### config.mk
export PLATFORM = sky130hd
export DESIGN_NAME = fpo_port
export DESIGN_NICKNAME = d
export VERILOG_FILES = /design/src/rtl/fpo_pkg.sv /design/src/rtl/fpo_timer.sv /design/src/rtl/fpo_port.sv
export SDC_FILE = /design/constraint.sdc
export NUM_CORES = 1
export LEC_CHECK = 0
export BUFFER_PORTS_ARGS = -buffer_cell sky130_fd_sc_hd__buf_4
export CAP_MARGIN = 25
export CORE_MARGIN = 1.5
export CORE_UTILIZATION = 45
export DETAILED_ROUTE_END_ITERATION = 6
export PLACE_DENSITY = 0.68
export SLEW_MARGIN = 10
export SYNTH_ARGS = -nofsm -noshare
export SYNTH_HDL_FRONTEND = slang
export SYNTH_SLANG_ARGS = --single-unit
### constraint.sdc
create_clock -name clk_i -period 2.6 [get_ports clk_i]
set_clock_uncertainty 0.05 [all_clocks]
set_input_delay 0.13 -clock clk_i [delete_from_list [all_inputs] [get_ports clk_i]]
set_output_delay 0.13 -clock clk_i [all_outputs]
set_load 0.01 [all_outputs]
### src/rtl/fpo_pkg.sv
// Constants shared by the four-point output port and its delay timer.
// Assumes a 250 MHz clock and a classic Wishbone slave with 32-bit data.
`default_nettype none
package fpo_pkg;
  // ---------------------------------------------------------------
  // Clock and timing
  // ---------------------------------------------------------------
  localparam int unsigned CLK_HZ         = 250000000;
  localparam int unsigned TICK_MS        = 100;
  localparam int unsigned TICK_CYCLES    = CLK_HZ / 1000 * TICK_MS;
  // Host silence that counts as link loss
  localparam int unsigned LINK_LOSS_MS   = 500;
  localparam int unsigned LINK_LOSS_TICKS = LINK_LOSS_MS / TICK_MS;

  // ---------------------------------------------------------------
  // Register byte offsets
  // ---------------------------------------------------------------
  localparam logic [7:0] OUT_OFS     = 8'h00;
  localparam logic [7:0] POINT_OFS   = 8'h04;
  localparam logic [7:0] KIND_OFS    = 8'h08;
  localparam logic [7:0] PATTERN_OFS = 8'h0c;
  localparam logic [7:0] DELAY_OFS   = 8'h10;
  localparam logic [7:0] COMMIT_OFS  = 8'h14;
  localparam logic [7:0] STATUS_OFS  = 8'h18;
  localparam logic [7:0] ACTIVE_OFS  = 8'h1c;

  // ---------------------------------------------------------------
  // Field layout and reset values
  // ---------------------------------------------------------------
  localparam int unsigned NPOINTS     = 4;
  localparam int unsigned POINT_IDX_LSB = 0;
  localparam int unsigned POINT_VAL_BIT = 8;
  localparam logic [3:0] OUT_RST      = 4'h0;
  localparam logic [3:0] PATTERN_RST  = 4'h0;
  localparam logic [7:0] DELAY_RST    = 8'h00;

  typedef enum logic [1:0] {
    FPO_KIND_NONE = 2'b00,
    FPO_KIND_OFF  = 2'b01,
    FPO_KIND_PAT  = 2'b10,
    FPO_KIND_HOLD = 2'b11
  } fpo_kind_t;

  localparam fpo_kind_t KIND_RST = FPO_KIND_OFF;
endpackage : fpo_pkg
`default_nettype wire

### src/rtl/fpo_timer.sv
// Fail-safe supervisor timer: tenth-second ticks, link-loss and delay counting.
// Assumes activity_i pulses on each valid host transaction.
`default_nettype none
module fpo_timer
  import fpo_pkg::*;
#(
  // Clock cycles per tenth of a second
  parameter int unsigned TICK_LEN = TICK_CYCLES
)
(
  // Clock and reset
  input  wire logic       clk_i,
  input  wire logic       rst_i,
  // Control
  input  wire logic       activity_i,
  input  wire logic [7:0] delay_i,
  // Status
  output logic            lost_o,
  output logic            engage_o
);
  // ---------------------------------------------------------------
  // Counters
  // ---------------------------------------------------------------
  logic [27:0] pre_reg, pre_next;
  logic [7:0]  loss_reg, loss_next;
  logic [7:0]  dly_reg, dly_next;
  logic        lost_reg, lost_next;
  logic        eng_reg, eng_next;
  logic        tick;

  assign tick = (pre_reg == 28'(TICK_LEN - 1));

  always_comb begin
    pre_next  = tick ? 28'h0 : pre_reg + 28'h1;
    loss_next = loss_reg;
    dly_next  = dly_reg;
    lost_next = lost_reg;
    eng_next  = eng_reg;
    if (activity_i) begin
      // Any transaction restarts both counts and releases the outputs
      pre_next  = 28'h0;
      loss_next = 8'h00;
      dly_next  = 8'h00;
      lost_next = 1'b0;
      eng_next  = 1'b0;
    end else if (!lost_reg) begin
      if (tick) begin
        loss_next = loss_reg + 8'h1;
      end
      if (tick && loss_reg == 8'(LINK_LOSS_TICKS - 1)) begin
        lost_next = 1'b1;
        eng_next  = (delay_i == 8'h00);
      end
    end else if (!eng_reg) begin
      if (dly_reg >= delay_i) begin
        eng_next = 1'b1;
      end else if (tick) begin
        dly_next = dly_reg + 8'h1;
        eng_next = (dly_reg + 8'h1) >= delay_i;
      end
    end
  end

  always_ff @(posedge clk_i) begin
    if (rst_i) begin
      pre_reg  <= 28'h0;
      loss_reg <= 8'h00;
      dly_reg  <= 8'h00;
      lost_reg <= 1'b0;
      eng_reg  <= 1'b0;
    end else begin
      pre_reg  <= pre_next;
      loss_reg <= loss_next;
      dly_reg  <= dly_next;
      lost_reg <= lost_next;
      eng_reg  <= eng_next;
    end
  end

  assign lost_o   = lost_reg;
  assign engage_o = eng_reg;
endmodule : fpo_timer
`default_nettype wire

### src/rtl/fpo_port.sv
// Four-point output port with fail-safe supervisor, classic Wishbone slave.
// Assumes one synchronous clock; only mapped Wishbone accesses count as host traffic.
// Operation
// - Four on/off points 0..3, each settable and readable by the host.
// - Packed writes keep bits 3:0 only; higher bits are discarded.
// - Lost host communication drives the points into fail-safe.
// - Kind 1 forces off, 2 drives pattern, 3 holds last state.
// - Pattern mode only for kind 2: one bit on, zero bit off.
// - Fail-safe delay counts in tenths of a second.
// - Delay zero engages at once; maximum 255 gives 25.5 seconds.
// - Written kind, pattern and delay are only staged.
// - Commit copies staged values to active, then clears itself.
`default_nettype none
module fpo_port
  import fpo_pkg::*;
#(
  // Clock cycles per tenth of a second; a bench may shorten it to reach fail-safe
  parameter int unsigned TICK_LEN = TICK_CYCLES
)
(
  // Clock and reset
  input  wire logic        clk_i,
  input  wire logic        rst_i,
  // Wishbone slave
  input  wire logic        wb_cyc_i,
  input  wire logic        wb_stb_i,
  input  wire logic        wb_we_i,
  input  wire logic [7:0]  wb_adr_i,
  input  wire logic [3:0]  wb_sel_i,
  input  wire logic [31:0] wb_dat_i,
  output logic [31:0]      wb_dat_o,
  output logic             wb_ack_o,
  output logic             wb_err_o,
  // Output points
  output logic [3:0]       points_o,
  output logic             failsafe_o
);
  // ---------------------------------------------------------------
  // State
  // ---------------------------------------------------------------
  logic [3:0]  host_reg, host_next;
  logic [3:0]  pts_reg, pts_next;
  // Staged copies, written by the host
  fpo_kind_t   stg_kind_reg, stg_kind_next;
  logic [3:0]  stg_pat_reg, stg_pat_next;
  logic [7:0]  stg_dly_reg, stg_dly_next;
  // Active copies, used by the supervisor
  fpo_kind_t   failsafe_kind_reg, failsafe_kind_next;
  logic [3:0]  failsafe_pattern_reg, failsafe_pattern_next;
  logic [7:0]  failsafe_delay_reg, failsafe_delay_next;
  logic        failsafe_commit_reg, failsafe_commit_next;
  logic [3:0]  hold_reg, hold_next;
  logic        eng_d_reg, eng_d_next;
  logic [31:0] rdat_reg, rdat_next;
  logic        ack_reg, ack_next;
  logic        err_reg, err_next;
  logic        req, wr, lost, engage, mapped;

  function automatic logic is_mapped(input logic [7:0] a);
    return a == OUT_OFS    || a == POINT_OFS   ||
           a == KIND_OFS   || a == PATTERN_OFS ||
           a == DELAY_OFS  || a == COMMIT_OFS  ||
           a == STATUS_OFS || a == ACTIVE_OFS;
  endfunction : is_mapped

  // A registered answer blocks a second take of the same request
  assign req    = wb_cyc_i && wb_stb_i && !ack_reg && !err_reg;
  assign wr     = req && wb_we_i && wb_sel_i[0] && mapped;
  assign mapped = is_mapped(wb_adr_i);

  // ---------------------------------------------------------------
  // Supervisor timer
  // ---------------------------------------------------------------
  // Only mapped accesses count as host traffic; a stray address does not hold it off
  fpo_timer #(
    .TICK_LEN (TICK_LEN)
  ) u_timer (
    .clk_i      (clk_i),
    .rst_i      (rst_i),
    .activity_i (req && mapped),
    .delay_i    (failsafe_delay_reg),
    .lost_o     (lost),
    .engage_o   (engage)
  );

  // ---------------------------------------------------------------
  // Register writes and commit
  // ---------------------------------------------------------------
  always_comb begin
    host_next             = host_reg;
    stg_kind_next         = stg_kind_reg;
    stg_pat_next          = stg_pat_reg;
    stg_dly_next          = stg_dly_reg;
    failsafe_kind_next    = failsafe_kind_reg;
    failsafe_pattern_next = failsafe_pattern_reg;
    failsafe_delay_next   = failsafe_delay_reg;
    failsafe_commit_next  = 1'b0;
    // Commit lands the cycle after its write; the bus cannot take a write then
    if (failsafe_commit_reg) begin
      failsafe_kind_next    = stg_kind_reg;
      failsafe_pattern_next = stg_pat_reg;
      failsafe_delay_next   = stg_dly_reg;
    end
    if (wr) begin
      unique case (wb_adr_i)
        OUT_OFS:     host_next = wb_dat_i[3:0];
        POINT_OFS:   host_next[wb_dat_i[POINT_IDX_LSB +: 2]] = wb_dat_i[POINT_VAL_BIT];
        KIND_OFS:    stg_kind_next = fpo_kind_t'(wb_dat_i[1:0]);
        PATTERN_OFS: stg_pat_next = wb_dat_i[3:0];
        DELAY_OFS:   stg_dly_next = wb_dat_i[7:0];
        COMMIT_OFS:  failsafe_commit_next = wb_dat_i[0];
        default:     ;
      endcase
    end
  end

  // Staged and active copies reset alike, so a lone commit changes nothing
  always_ff @(posedge clk_i) begin
    if (rst_i) begin
      host_reg             <= OUT_RST;
      stg_kind_reg         <= KIND_RST;
      stg_pat_reg          <= PATTERN_RST;
      stg_dly_reg          <= DELAY_RST;
      failsafe_kind_reg    <= KIND_RST;
      failsafe_pattern_reg <= PATTERN_RST;
      failsafe_delay_reg   <= DELAY_RST;
      failsafe_commit_reg  <= 1'b0;
    end else begin
      host_reg             <= host_next;
      stg_kind_reg         <= stg_kind_next;
      stg_pat_reg          <= stg_pat_next;
      stg_dly_reg          <= stg_dly_next;
      failsafe_kind_reg    <= failsafe_kind_next;
      failsafe_pattern_reg <= failsafe_pattern_next;
      failsafe_delay_reg   <= failsafe_delay_next;
      failsafe_commit_reg  <= failsafe_commit_next;
    end
  end

  // ---------------------------------------------------------------
  // Output selection
  // ---------------------------------------------------------------
  // Points lag host_reg by one cycle; fail-safe values enter on the same edge
  always_comb begin
    // Hold keeps the points sampled in the cycle before engagement
    hold_next  = engage ? hold_reg : pts_reg;
    eng_d_next = engage;
    pts_next   = host_reg;
    if (engage) begin
      unique case (failsafe_kind_reg)
        FPO_KIND_OFF:  pts_next = 4'h0;
        FPO_KIND_PAT:  pts_next = failsafe_pattern_reg;
        FPO_KIND_HOLD: pts_next = eng_d_reg ? hold_reg : pts_reg;
        // Undefined kind falls to the safe level
        FPO_KIND_NONE: pts_next = 4'h0;
      endcase
    end
  end

  always_ff @(posedge clk_i) begin
    if (rst_i) begin
      pts_reg   <= OUT_RST;
      hold_reg  <= OUT_RST;
      eng_d_reg <= 1'b0;
    end else begin
      pts_reg   <= pts_next;
      hold_reg  <= hold_next;
      eng_d_reg <= eng_d_next;
    end
  end

  // ---------------------------------------------------------------
  // Bus answer
  // ---------------------------------------------------------------
  // Every access takes two cycles; the master need not drop cyc in between
  always_comb begin
    ack_next  = req && mapped;
    err_next  = req && !mapped;
    rdat_next = 32'h0;
    if (req && !wb_we_i) begin
      unique case (wb_adr_i)
        OUT_OFS:     rdat_next = {28'h0, host_reg};
        // Point read shows the driven points, fail-safe included
        POINT_OFS:   rdat_next = {28'h0, pts_reg};
        KIND_OFS:    rdat_next = {30'h0, stg_kind_reg};
        PATTERN_OFS: rdat_next = {28'h0, stg_pat_reg};
        DELAY_OFS:   rdat_next = {24'h0, stg_dly_reg};
        STATUS_OFS:  rdat_next = {30'h0, engage, lost};
        ACTIVE_OFS:  rdat_next = {16'h0, failsafe_delay_reg, failsafe_pattern_reg,
                                  2'h0, failsafe_kind_reg};
        // Commit reads back as zero: it never stays set
        default:     rdat_next = 32'h0;
      endcase
    end
  end

  always_ff @(posedge clk_i) begin
    if (rst_i) begin
      rdat_reg <= 32'h0;
      ack_reg  <= 1'b0;
      err_reg  <= 1'b0;
    end else begin
      rdat_reg <= rdat_next;
      ack_reg  <= ack_next;
      err_reg  <= err_next;
    end
  end

  // ---------------------------------------------------------------
  // Outputs
  // ---------------------------------------------------------------
  // failsafe_o and points_o come from one edge, so they switch together
  assign wb_dat_o   = rdat_reg;
  assign wb_ack_o   = ack_reg;
  assign wb_err_o   = err_reg;
  assign points_o   = pts_reg;
  assign failsafe_o = eng_d_reg;
endmodule : fpo_port
`default_nettype wire

=== Yosys cells after proc, flatten, opt, wreduce, memory -nomap -nowiden ===
Index checks and enable logic that the tools add are counted.

* Flip-flop bits (word level): 122
* Output and inout bits: 39
* Word-level logic and storage cells: 98

* Add/sub/neg operators: 3
* Magnitude comparators: 4
* Equality and inequality tests: 13
* Muxes and demuxes: 15
* Bitwise operators: 6
* Reduce and logical (&&, ||, !) cells: 38

{| class="wikitable"
|+ Operators by type and width
! cell !! number
|-
| $pmux 16 s7 || 1
|-
| $eq 8x5->1 const B || 4
|-
| $add 28x1->28 const B || 1
|-
| $eq 28x25->1 const B || 1
|-
| $add 8x1->8 const B || 2
|-
| $eq 8x3->1 const B || 2
|-
| $eq 8x4->1 const B || 2
|-
| $ge 8x8->1 || 2
|-
| $logic_not 8->1 || 2
|-
| $pmux 4 s3 || 1
|-
| $logic_and 1x1->1 || 11
|-
| $reduce_and 2->1 || 5
|-
| $mux 1 || 8
|-
| $mux 4 || 2
|-
| $pmux 4 s2 || 1
|-
| $logic_or 1x1->1 || 7
|-
| $not 1->1 || 6
|-
| $reduce_or 2->1 || 3
|-
| $reduce_or 3->1 || 2
|-
| $bwmux 4 || 1
|-
| $eq 2x2->1 const B || 2
|-
| $logic_not 1->1 || 4
|-
| $reduce_and 4->1 || 1
|-
| $reduce_bool 2->1 || 2
|-
| 6 further kinds || 6
|}

=== Logic depth before layout (Yosys ltp) ===
Gate-level depths: netlist (run 1).

* Depth in word-level cells: 11
* Gate-level depth with buffers: 9

=== By module ===
Synthesis (run 1) repeated with hierarchy kept, for this count alone.

* Cell total of the unflattened synthesis: 585
* Area total of the unflattened synthesis: 5257.5 um^2

{| class="wikitable"
|+ Modules (own cells, without submodules)
! module !! times used !! cells each !! area an instance (um^2)
|-
| fpo_timer || 1 || 305 || 2636.3
|-
| fpo_port || 1 || 280 || 2621.3
|}

=== Least setup slack after synthesis (run 1) ===
Ideal clock, no wire load.

* Path type: register to register
* Start: register failsafe_delay_reg[6]
* End: register u_timer.dly_reg[6]
* Arrival time: 2288 ps
* Path slack: 192 ps
* Stages on the path, launching flop included: 9
* Period minus slack after synthesis: 2408 ps
* Path through: dfxtp_1 -> inv_1 -> ha_1 -> a21o_1 -> a2111oi_0 -> o211ai_1 -> clkbuf_1 -> or4_1 -> a21oi_1

* Cells in the longest elaborated chain, start to end: 3

{| class="wikitable"
|+ RTL lines
! item !! RTL line !! source
|-
| start, declared || fpo_port.sv:50 || <nowiki>logic [7:0] failsafe_delay_reg, failsafe_delay_next;</nowiki>
|-
| start signal, assigned || fpo_port.sv:135 || <nowiki>failsafe_delay_reg <= failsafe_delay_next;</nowiki>
|-
| $ge 8x8->1 || fpo_timer.sv:55 || <nowiki>if (dly_reg >= delay_i) begin</nowiki>
|-
| $not 1->1 (no source line) || -- ||
|-
| $reduce_and 4->1 (no source line) || -- ||
|-
| end signal, assigned || fpo_timer.sv:74 || <nowiki>dly_reg <= dly_next;</nowiki>
|-
| end, declared || fpo_timer.sv:26 || <nowiki>logic [7:0] dly_reg, dly_next;</nowiki>
|}

Every way passes these cells.
A chain may end at the register's enable or synchronous reset.

=== Worst setup path in the final report (run 1) ===
* Start: register u_timer.dly_reg[0]
* End: register u_timer.eng_reg (netlist: u_timer.engage_o)

* Cells in the longest elaborated chain, start to end: 6
* Elaborated cells between the ends (all ways): 7
* Those cells by class: 1 x add/sub; 2 x order compare; 4 x mux

{| class="wikitable"
|+ RTL lines
! item !! RTL line !! source
|-
| $add 8x1->8 || fpo_timer.sv:59 || <nowiki>eng_next = (dly_reg + 8'h1) >= delay_i;</nowiki>
|-
| $ge 8x8->1 || fpo_timer.sv:59 ||
|-
| $mux 1 || fpo_timer.sv:57 || <nowiki>end else if (tick) begin</nowiki>
|-
| $mux 1 * || fpo_timer.sv:55 ||
|-
| $mux 1 * || fpo_timer.sv:54 || <nowiki>end else if (!eng_reg) begin</nowiki>
|-
| $mux 1 * || fpo_timer.sv:46 || <nowiki>end else if (!lost_reg) begin</nowiki>
|-
| end signal, assigned || fpo_timer.sv:76 || <nowiki>eng_reg <= eng_next;</nowiki>
|-
| end, declared || fpo_timer.sv:28 || <nowiki>logic eng_reg, eng_next;</nowiki>
|}

Every way passes the cells marked *; elsewhere a longest branch is shown, timed or not.

==> impl_metrics.ini, run 1 <==
[min_path]
whs_endpoint = stg_pat_reg[0]
holdPathStages = 3
hold_class = input pin to flip-flop
worstHoldStart = wb_dat_i[0]

[placement]
dpl.hpwl_um = 8819
port_buffers = 45
gp_congestion = 0.8931
placedInstanceArea_um2 = 5746
dp_slack_ns = 0.06504

[sta]
rsz0062_at_grt = no
slew_violations = 0
max_slew_margin = 0.4741
min_period_ns = 2.447
setup_ws_ns = 0.1530
finalSetupViolations = 0
timing.setup.tns_ns = 0
fmax_mhz = 408.7
tightestPinTransition_ns = 0.7878
finalCritPeriodShare = 0.9412
hold_violations = 0
fin_hold_ws_ns = 0.03465

[logic_synthesis]
synth_area_leaders = dfxtp_1 40%, nor2_1 5.3%, ha_1 4.7%
yosysWarnings = 0
ys_top_cells_by_count = 106 x dfxtp_1, 74 x nor2_1, 43 x nand2_1
yosys.cell_count.top_type = dfxtp_1
synthesis.area_um2 = 5270
syn_avg_cell_area_um2 = 8.740
synth-seq-cells = 106
synth_edf_count = 0
synthCells = 603
synth_flop_cell = dfxtp_1
ys_types = 58
async_flop_share = 0
yosysTopAreaCell = dfxtp_1
synth_top_cell_area_share = 0.4027
synth_seq_area_share = 0.4027

[grt]
overflow = 0
grt_antenna_before_repair = 0
grt_pass1_wl_um = 20240
grt_pass1_vias = 4165
grt_use_total = 0.2009
grt_max_degree = 45

[clocking]
cts_tree = built
cts-root-buf = clkbuf_16
cts_buffers = 9
clk_latency_ns = 0.36
clkTransAtPathRegs_ns = 0.08
cts_sinks = 106
ctsHtreeMaxLevel = 3
clockBufferDepth = 2

[critical_path]
critPathKind = flip-flop to flip-flop
cpPeakStageDelay_ns = 0.41
worst_ep_required_time_ns = 2.84
crit_chain = ha_1 > nand3_1 > or2_2 > xnor2_1 > ha_1 > nand4_1 > o211ai_1 > o221ai_1 > a21oi_1
rr_worst_depth = 9
r2r_start = u_timer.dly_reg[0]
worstPathArrival_ns = 2.68
slowest_stage = dfxtp_1
start_kind = flip-flop
critPathCaptureType = flip-flop
ff2ff_setup_slack_ns = 0.15
reg2reg_to = u_timer.engage_o
path_common_cell = ha_1
critical_path_peak_fanout = 5

[power]
power_density_nw_per_um2 = 512.6
total_leakage_power_nw = 2.272
peakVddDrop_v = 0.0003642

[outcome]
status = finished, final reports clean

[cells_and_area]
fillers = 1060
diodes = 0
fin_area_um2 = 6140
area_delta_synth_final_pct = 16.50
fin_util = 0.5377
layout-drive-gt1-share = 0.1472
fin_nets = 723
largest_reg_flops = 28

[drt]
routed_wl_um = 12170
postRouteAntennaNets = 0
routed-via-count = 4433
wl_per_cell_um = 15.17
route.detailed.drc = 0
via_per_inst = 5.527
firstDrtPassIters = 4
drt_iter0_drc = 188

[run]
maxCapViolations = 0

[floorplanning]
die_h_um = 111.2
dieArea_um2 = 12370
die_x_um = 111.2
start_util = 0.4615
rows = 39
placeableCoreArea_um2 = 11420
ios = 88
==> cell type report <==
class	instances	area (um^2)	area share
tap	143	178.9	0.02914
inverter	21	78.83	0.01284
multi-input combinational	444	2885	0.4699
clock inverter	7	76.32	0.01243
timing repair buffer	72	573.1	0.09334
clock buffer	9	225.2	0.03668
sequential	106	2122	0.3456
==> where the power goes <==
group | switching [mW] | internal (mW) | total [mW]
combinational | 0.0796 | 0.0543 | 0.134
clock | 0.693 | 0.690 | 1.38
sequential | 0.00410 | 1.63 | 1.63
==> worst max-delay path by stage <==
stage | from | end | depth (start not counted) | slack, ns
floorplan | failsafe_delay_reg[6] | u_timer.dly_reg[6] | 8 | 0.19
CTS | u_timer.dly_reg[0] | u_timer.dly_reg[4] | 8 | 0.06
finish | u_timer.dly_reg[0] | u_timer.engage_o | 9 | 0.15
global placement | u_timer.dly_reg[0] | u_timer.dly_reg[6] | 8 | 0.18
global route | u_timer.dly_reg[0] | u_timer.dly_reg[4] | 8 | 0.005
detailed placement | u_timer.dly_reg[0] | u_timer.dly_reg[4] | 8 | 0.07
==> per-layer routing <==
layer | GRT usage | wire [um] | vias up
li1 | - | - | 2216
met1 | 0.2691 | 5622 | 2078
met2 | 0.3174 | 5730 | 119
met3 | 0.03827 | 557 | 20
met4 | 0.08439 | 256 | 0
met5 | 0 | 0 | -
==> kinds of logic after synthesis <==
logic type / synth area share
mux: 0.05413
simple gates: 0.2635
other cells: 0.0007116
xor+xnor: 0.05318
compound gates: 0.1154
fa+ha+maj: 0.04748
flops: 0.4027
buf+inv: 0.06292
==> metrics by stage <==
| stage | power [mW] | cells |
|---|---|---|
| 3_3_place_gp | 1.790 | 778 |
| 3_5_place_dp | 1.792 | 778 |
| 5_1_grt | 3.260 | 802 |
| 4_1_cts | 3.174 | 802 |
| 2_1_floorplan | 1.759 | 618 |
| 6_report | 3.147 | 802 |
==> placed cells by master (no fill, tap or decap), drive strengths merged, types with 20 or more instances in the layout <==
master  netlist  layout
dfxtp       106     106
nor2         74      74
buf          25      64
nand2        43      43
a21oi        36      36
nand3        34      34
inv          21      27
mux2i        24      24
xor2         22      22
ha           20      20
==> repair_timing <==
item | 4_1_cts | 5_1_grt
gates resized for setup | 0 | 4
hold buffers | 8 | 0
endpoints found under the hold margin | 7 | 0
endpoints found under the setup margin | 0 | 5
buffers inserted | 0 | 0
==> worst max-delay path: cells and delay by family, from the launching register on <==
family / cells / cell delay (ns)
AOI/OAI and AO/OA: 3 / 0.60
xor gates and xnor gates: 1 / 0.14
and+or+nand+nor: 3 / 0.65
DFF: 1 / 0.41
adders and majority gates: 2 / 0.53
No activity file was read; power rests on OpenSTA's default activity.
==> run 2, diff against run 1 <==
==> constraint.sdc (replaced) <==
create_clock -name clk_i -period 2.6 [get_ports clk_i]
set_clock_uncertainty 0.05 [all_clocks]
set_input_delay 0.52 -clock clk_i [delete_from_list [all_inputs] [get_ports clk_i]]
set_output_delay 0.52 -clock clk_i [all_outputs]
set_load 0.01 [all_outputs]
==> run 2 against run 1 <==
Worst setup slack got worse by 0.013 ns. Combinational power fell by 6%. Die area did not move. Core utilization fell by 0.60 points. Global-route usage fell by 0.19 points. Critical endpoint is now u_timer.dly_reg[6].
==> impl_metrics.ini, run 2 (synthesis gave the netlist of run 1 again) <==
[drt]
drt_iter0_drc = 214
wl_per_cell_um = 15.23
via_per_inst = 5.599
postRouteAntennaNets = 0
firstDrtPassIters = 5
routed_wl_um = 12160
routed-via-count = 4468
route.detailed.drc = 0

[clocking]
cts_tree = built
clkTransAtPathRegs_ns = 0.08
cts_hold_buf = 0
ctsHtreeMaxLevel = 3
post_cts_resized = 0
cts_buffers = 9
cts_setup_buffers = 0
clk_latency_ns = 0.36
cts-root-buf = clkbuf_16
clockBufferDepth = 2
cts_sinks = 106

[grt]
grt_pass1_vias = 4255
grt_max_degree = 45
grt_use_total = 0.1990
grt_antenna_before_repair = 0
grt_pass1_wl_um = 20170
overflow = 0

[floorplanning]
dieArea_um2 = 12370
die_h_um = 111.2
start_util = 0.4615
rows = 39
placeableCoreArea_um2 = 11420
die_x_um = 111.2
ios = 88

[power]
swShare = 0.2380
seqPwrFrac = 0.530
p_clk_frac = 0.429
p_switching_mw = 0.7318
power_mw = 3.075
p_int_mw = 2.343
total_leakage_power_nw = 2.249
peakVddDrop_v = 0.0006126
power_frac_comb = 0.041
power_density_nw_per_um2 = 506.5

[sta]
slew_violations = 0
finalCritPeriodShare = 0.9460
max_slew_margin = 0.4408
fmax_mhz = 406.6
min_period_ns = 2.460
tightestPinTransition_ns = 0.8377
finalSetupViolations = 0
setup_ws_ns = 0.1404
hold_violations = 0

[critical_path]
cpPeakStageDelay_ns = 0.48
critical_path_peak_fanout = 14
critPathKind = flip-flop to flip-flop
critPathCaptureType = flip-flop
worstPathArrival_ns = 2.69
crit_chain = inv_1 > ha_1 > a21o_1 > a2111oi_2 > o211ai_1 > buf_4 > or4_1 > a21oi_1
start_kind = flip-flop
worst_ep_required_time_ns = 2.83
slowest_stage = a2111oi_2

[cells_and_area]
diodes = 0
most-common-layout-cells = 106 x dfxtp_1, 74 x nor2_1, 67 x buf_4, 43 x nand2_1, 36 x a21oi_1
final_common_cell = dfxtp_1
largest_reg_flops = 28
area_delta_synth_final_pct = 15.19
layout-drive-gt1-share = 0.1527
fin_nets = 719

[outcome]
status = finished, final reports clean

[placement]
dp_slack_ns = 0.1143
port_buffers = 45
dpl.hpwl_um = 8813
gp_congestion = 0.9414

[min_path]
hold_class = input pin to flip-flop

[run]
maxCapViolations = 0
==> run 2: cell count changes in the layout (fill, tap and decap cells not counted) <==
| cell | before | now |
|---|---|---|
| dlygate4sd3_1 | 8 | 0 |
| buf_4 | 63 | 67 |
| inv_8 | 3 | 1 |
| clkbuf_1 | 0 | 1 |
| clkinv_4 | 0 | 1 |
| clkinv_8 | 1 | 0 |
| clkinvlp_4 | 0 | 1 |
==> run 2: power by group through the flow <==
| stage | Sequential (mW) | Combinational, mW | Clock [mW] |
|---|---|---|---|
| after global placement | 1.67 | 0.123 | 0 |
| final | 1.63 | 0.126 | 1.32 |
| after global routing | 1.63 | 0.137 | 1.41 |
| after detailed placement | 1.67 | 0.125 | 0 |
| after floorplan | 1.67 | 0.0903 | 0 |
| after CTS | 1.63 | 0.125 | 1.35 |
==> run 2: worst paths after layout <==
| check | startpoint | endpoint | slack (ns) | depth (start not counted) |
|---|---|---|---|---|
| max reg2reg | failsafe_delay_reg[6] | u_timer.dly_reg[6] | 0.14 | 8 |
| max | failsafe_delay_reg[6] | u_timer.dly_reg[6] | 0.14 | 8 |
| min | wb_dat_i[4] | stg_dly_reg[4] | 0.37 | 3 |
| min reg2reg | u_timer.pre_reg[0] | u_timer.pre_reg[0] | 0.41 | 1 |
==> run 2: cell type report <==
| cell class | count | area (um^2) |
|---|---|---|
| Timing Repair Buffer | 68 | 523.0 |
| Clock buffer | 10 | 229.0 |
| Fill cell | 1063 | 5348 |
| Sequential cell | 106 | 2122 |
| Inverter | 21 | 78.83 |
| Clock inverter | 6 | 53.80 |
| Tap cell | 143 | 178.9 |
| Multi-Input combinational cell | 444 | 2885 |
==> run 2: layer usage <==
metal / vias to the layer above / global-route usage / part of all wire
li1: 2207 / - / -
met1: 2134 / 0.2572 / 0.45
met2: 106 / 0.3153 / 0.47
met3: 21 / 0.04593 / 0.044
met4: 0 / 0.09198 / 0.028
met5: - / 0 / 0
==> run 2: critical path: cells and delay by family, from the launching register on <==
kind            cells  cell delay, ns
compound gates      4            0.99
flops               1            0.33
buf+inv             2            0.28
fa+ha+maj           1            0.32
simple gates        1            0.40
==> run 2: per-stage QoR <==
stage	instances	area (um^2)	utilization	hold slack, ns	setup TNS, ns
3_5_place_dp	782	5776	0.5058	0.3925	0
6_report	798	6071	0.5317	0.3674	0
5_1_grt	798	6071	0.5317	0.3658	-0.1675
3_3_place_gp	782	5776	0.5058	0.3895	0
4_1_cts	798	6058	0.5306	0.3602	0
2_1_floorplan	618	5326	-	0.3763	0
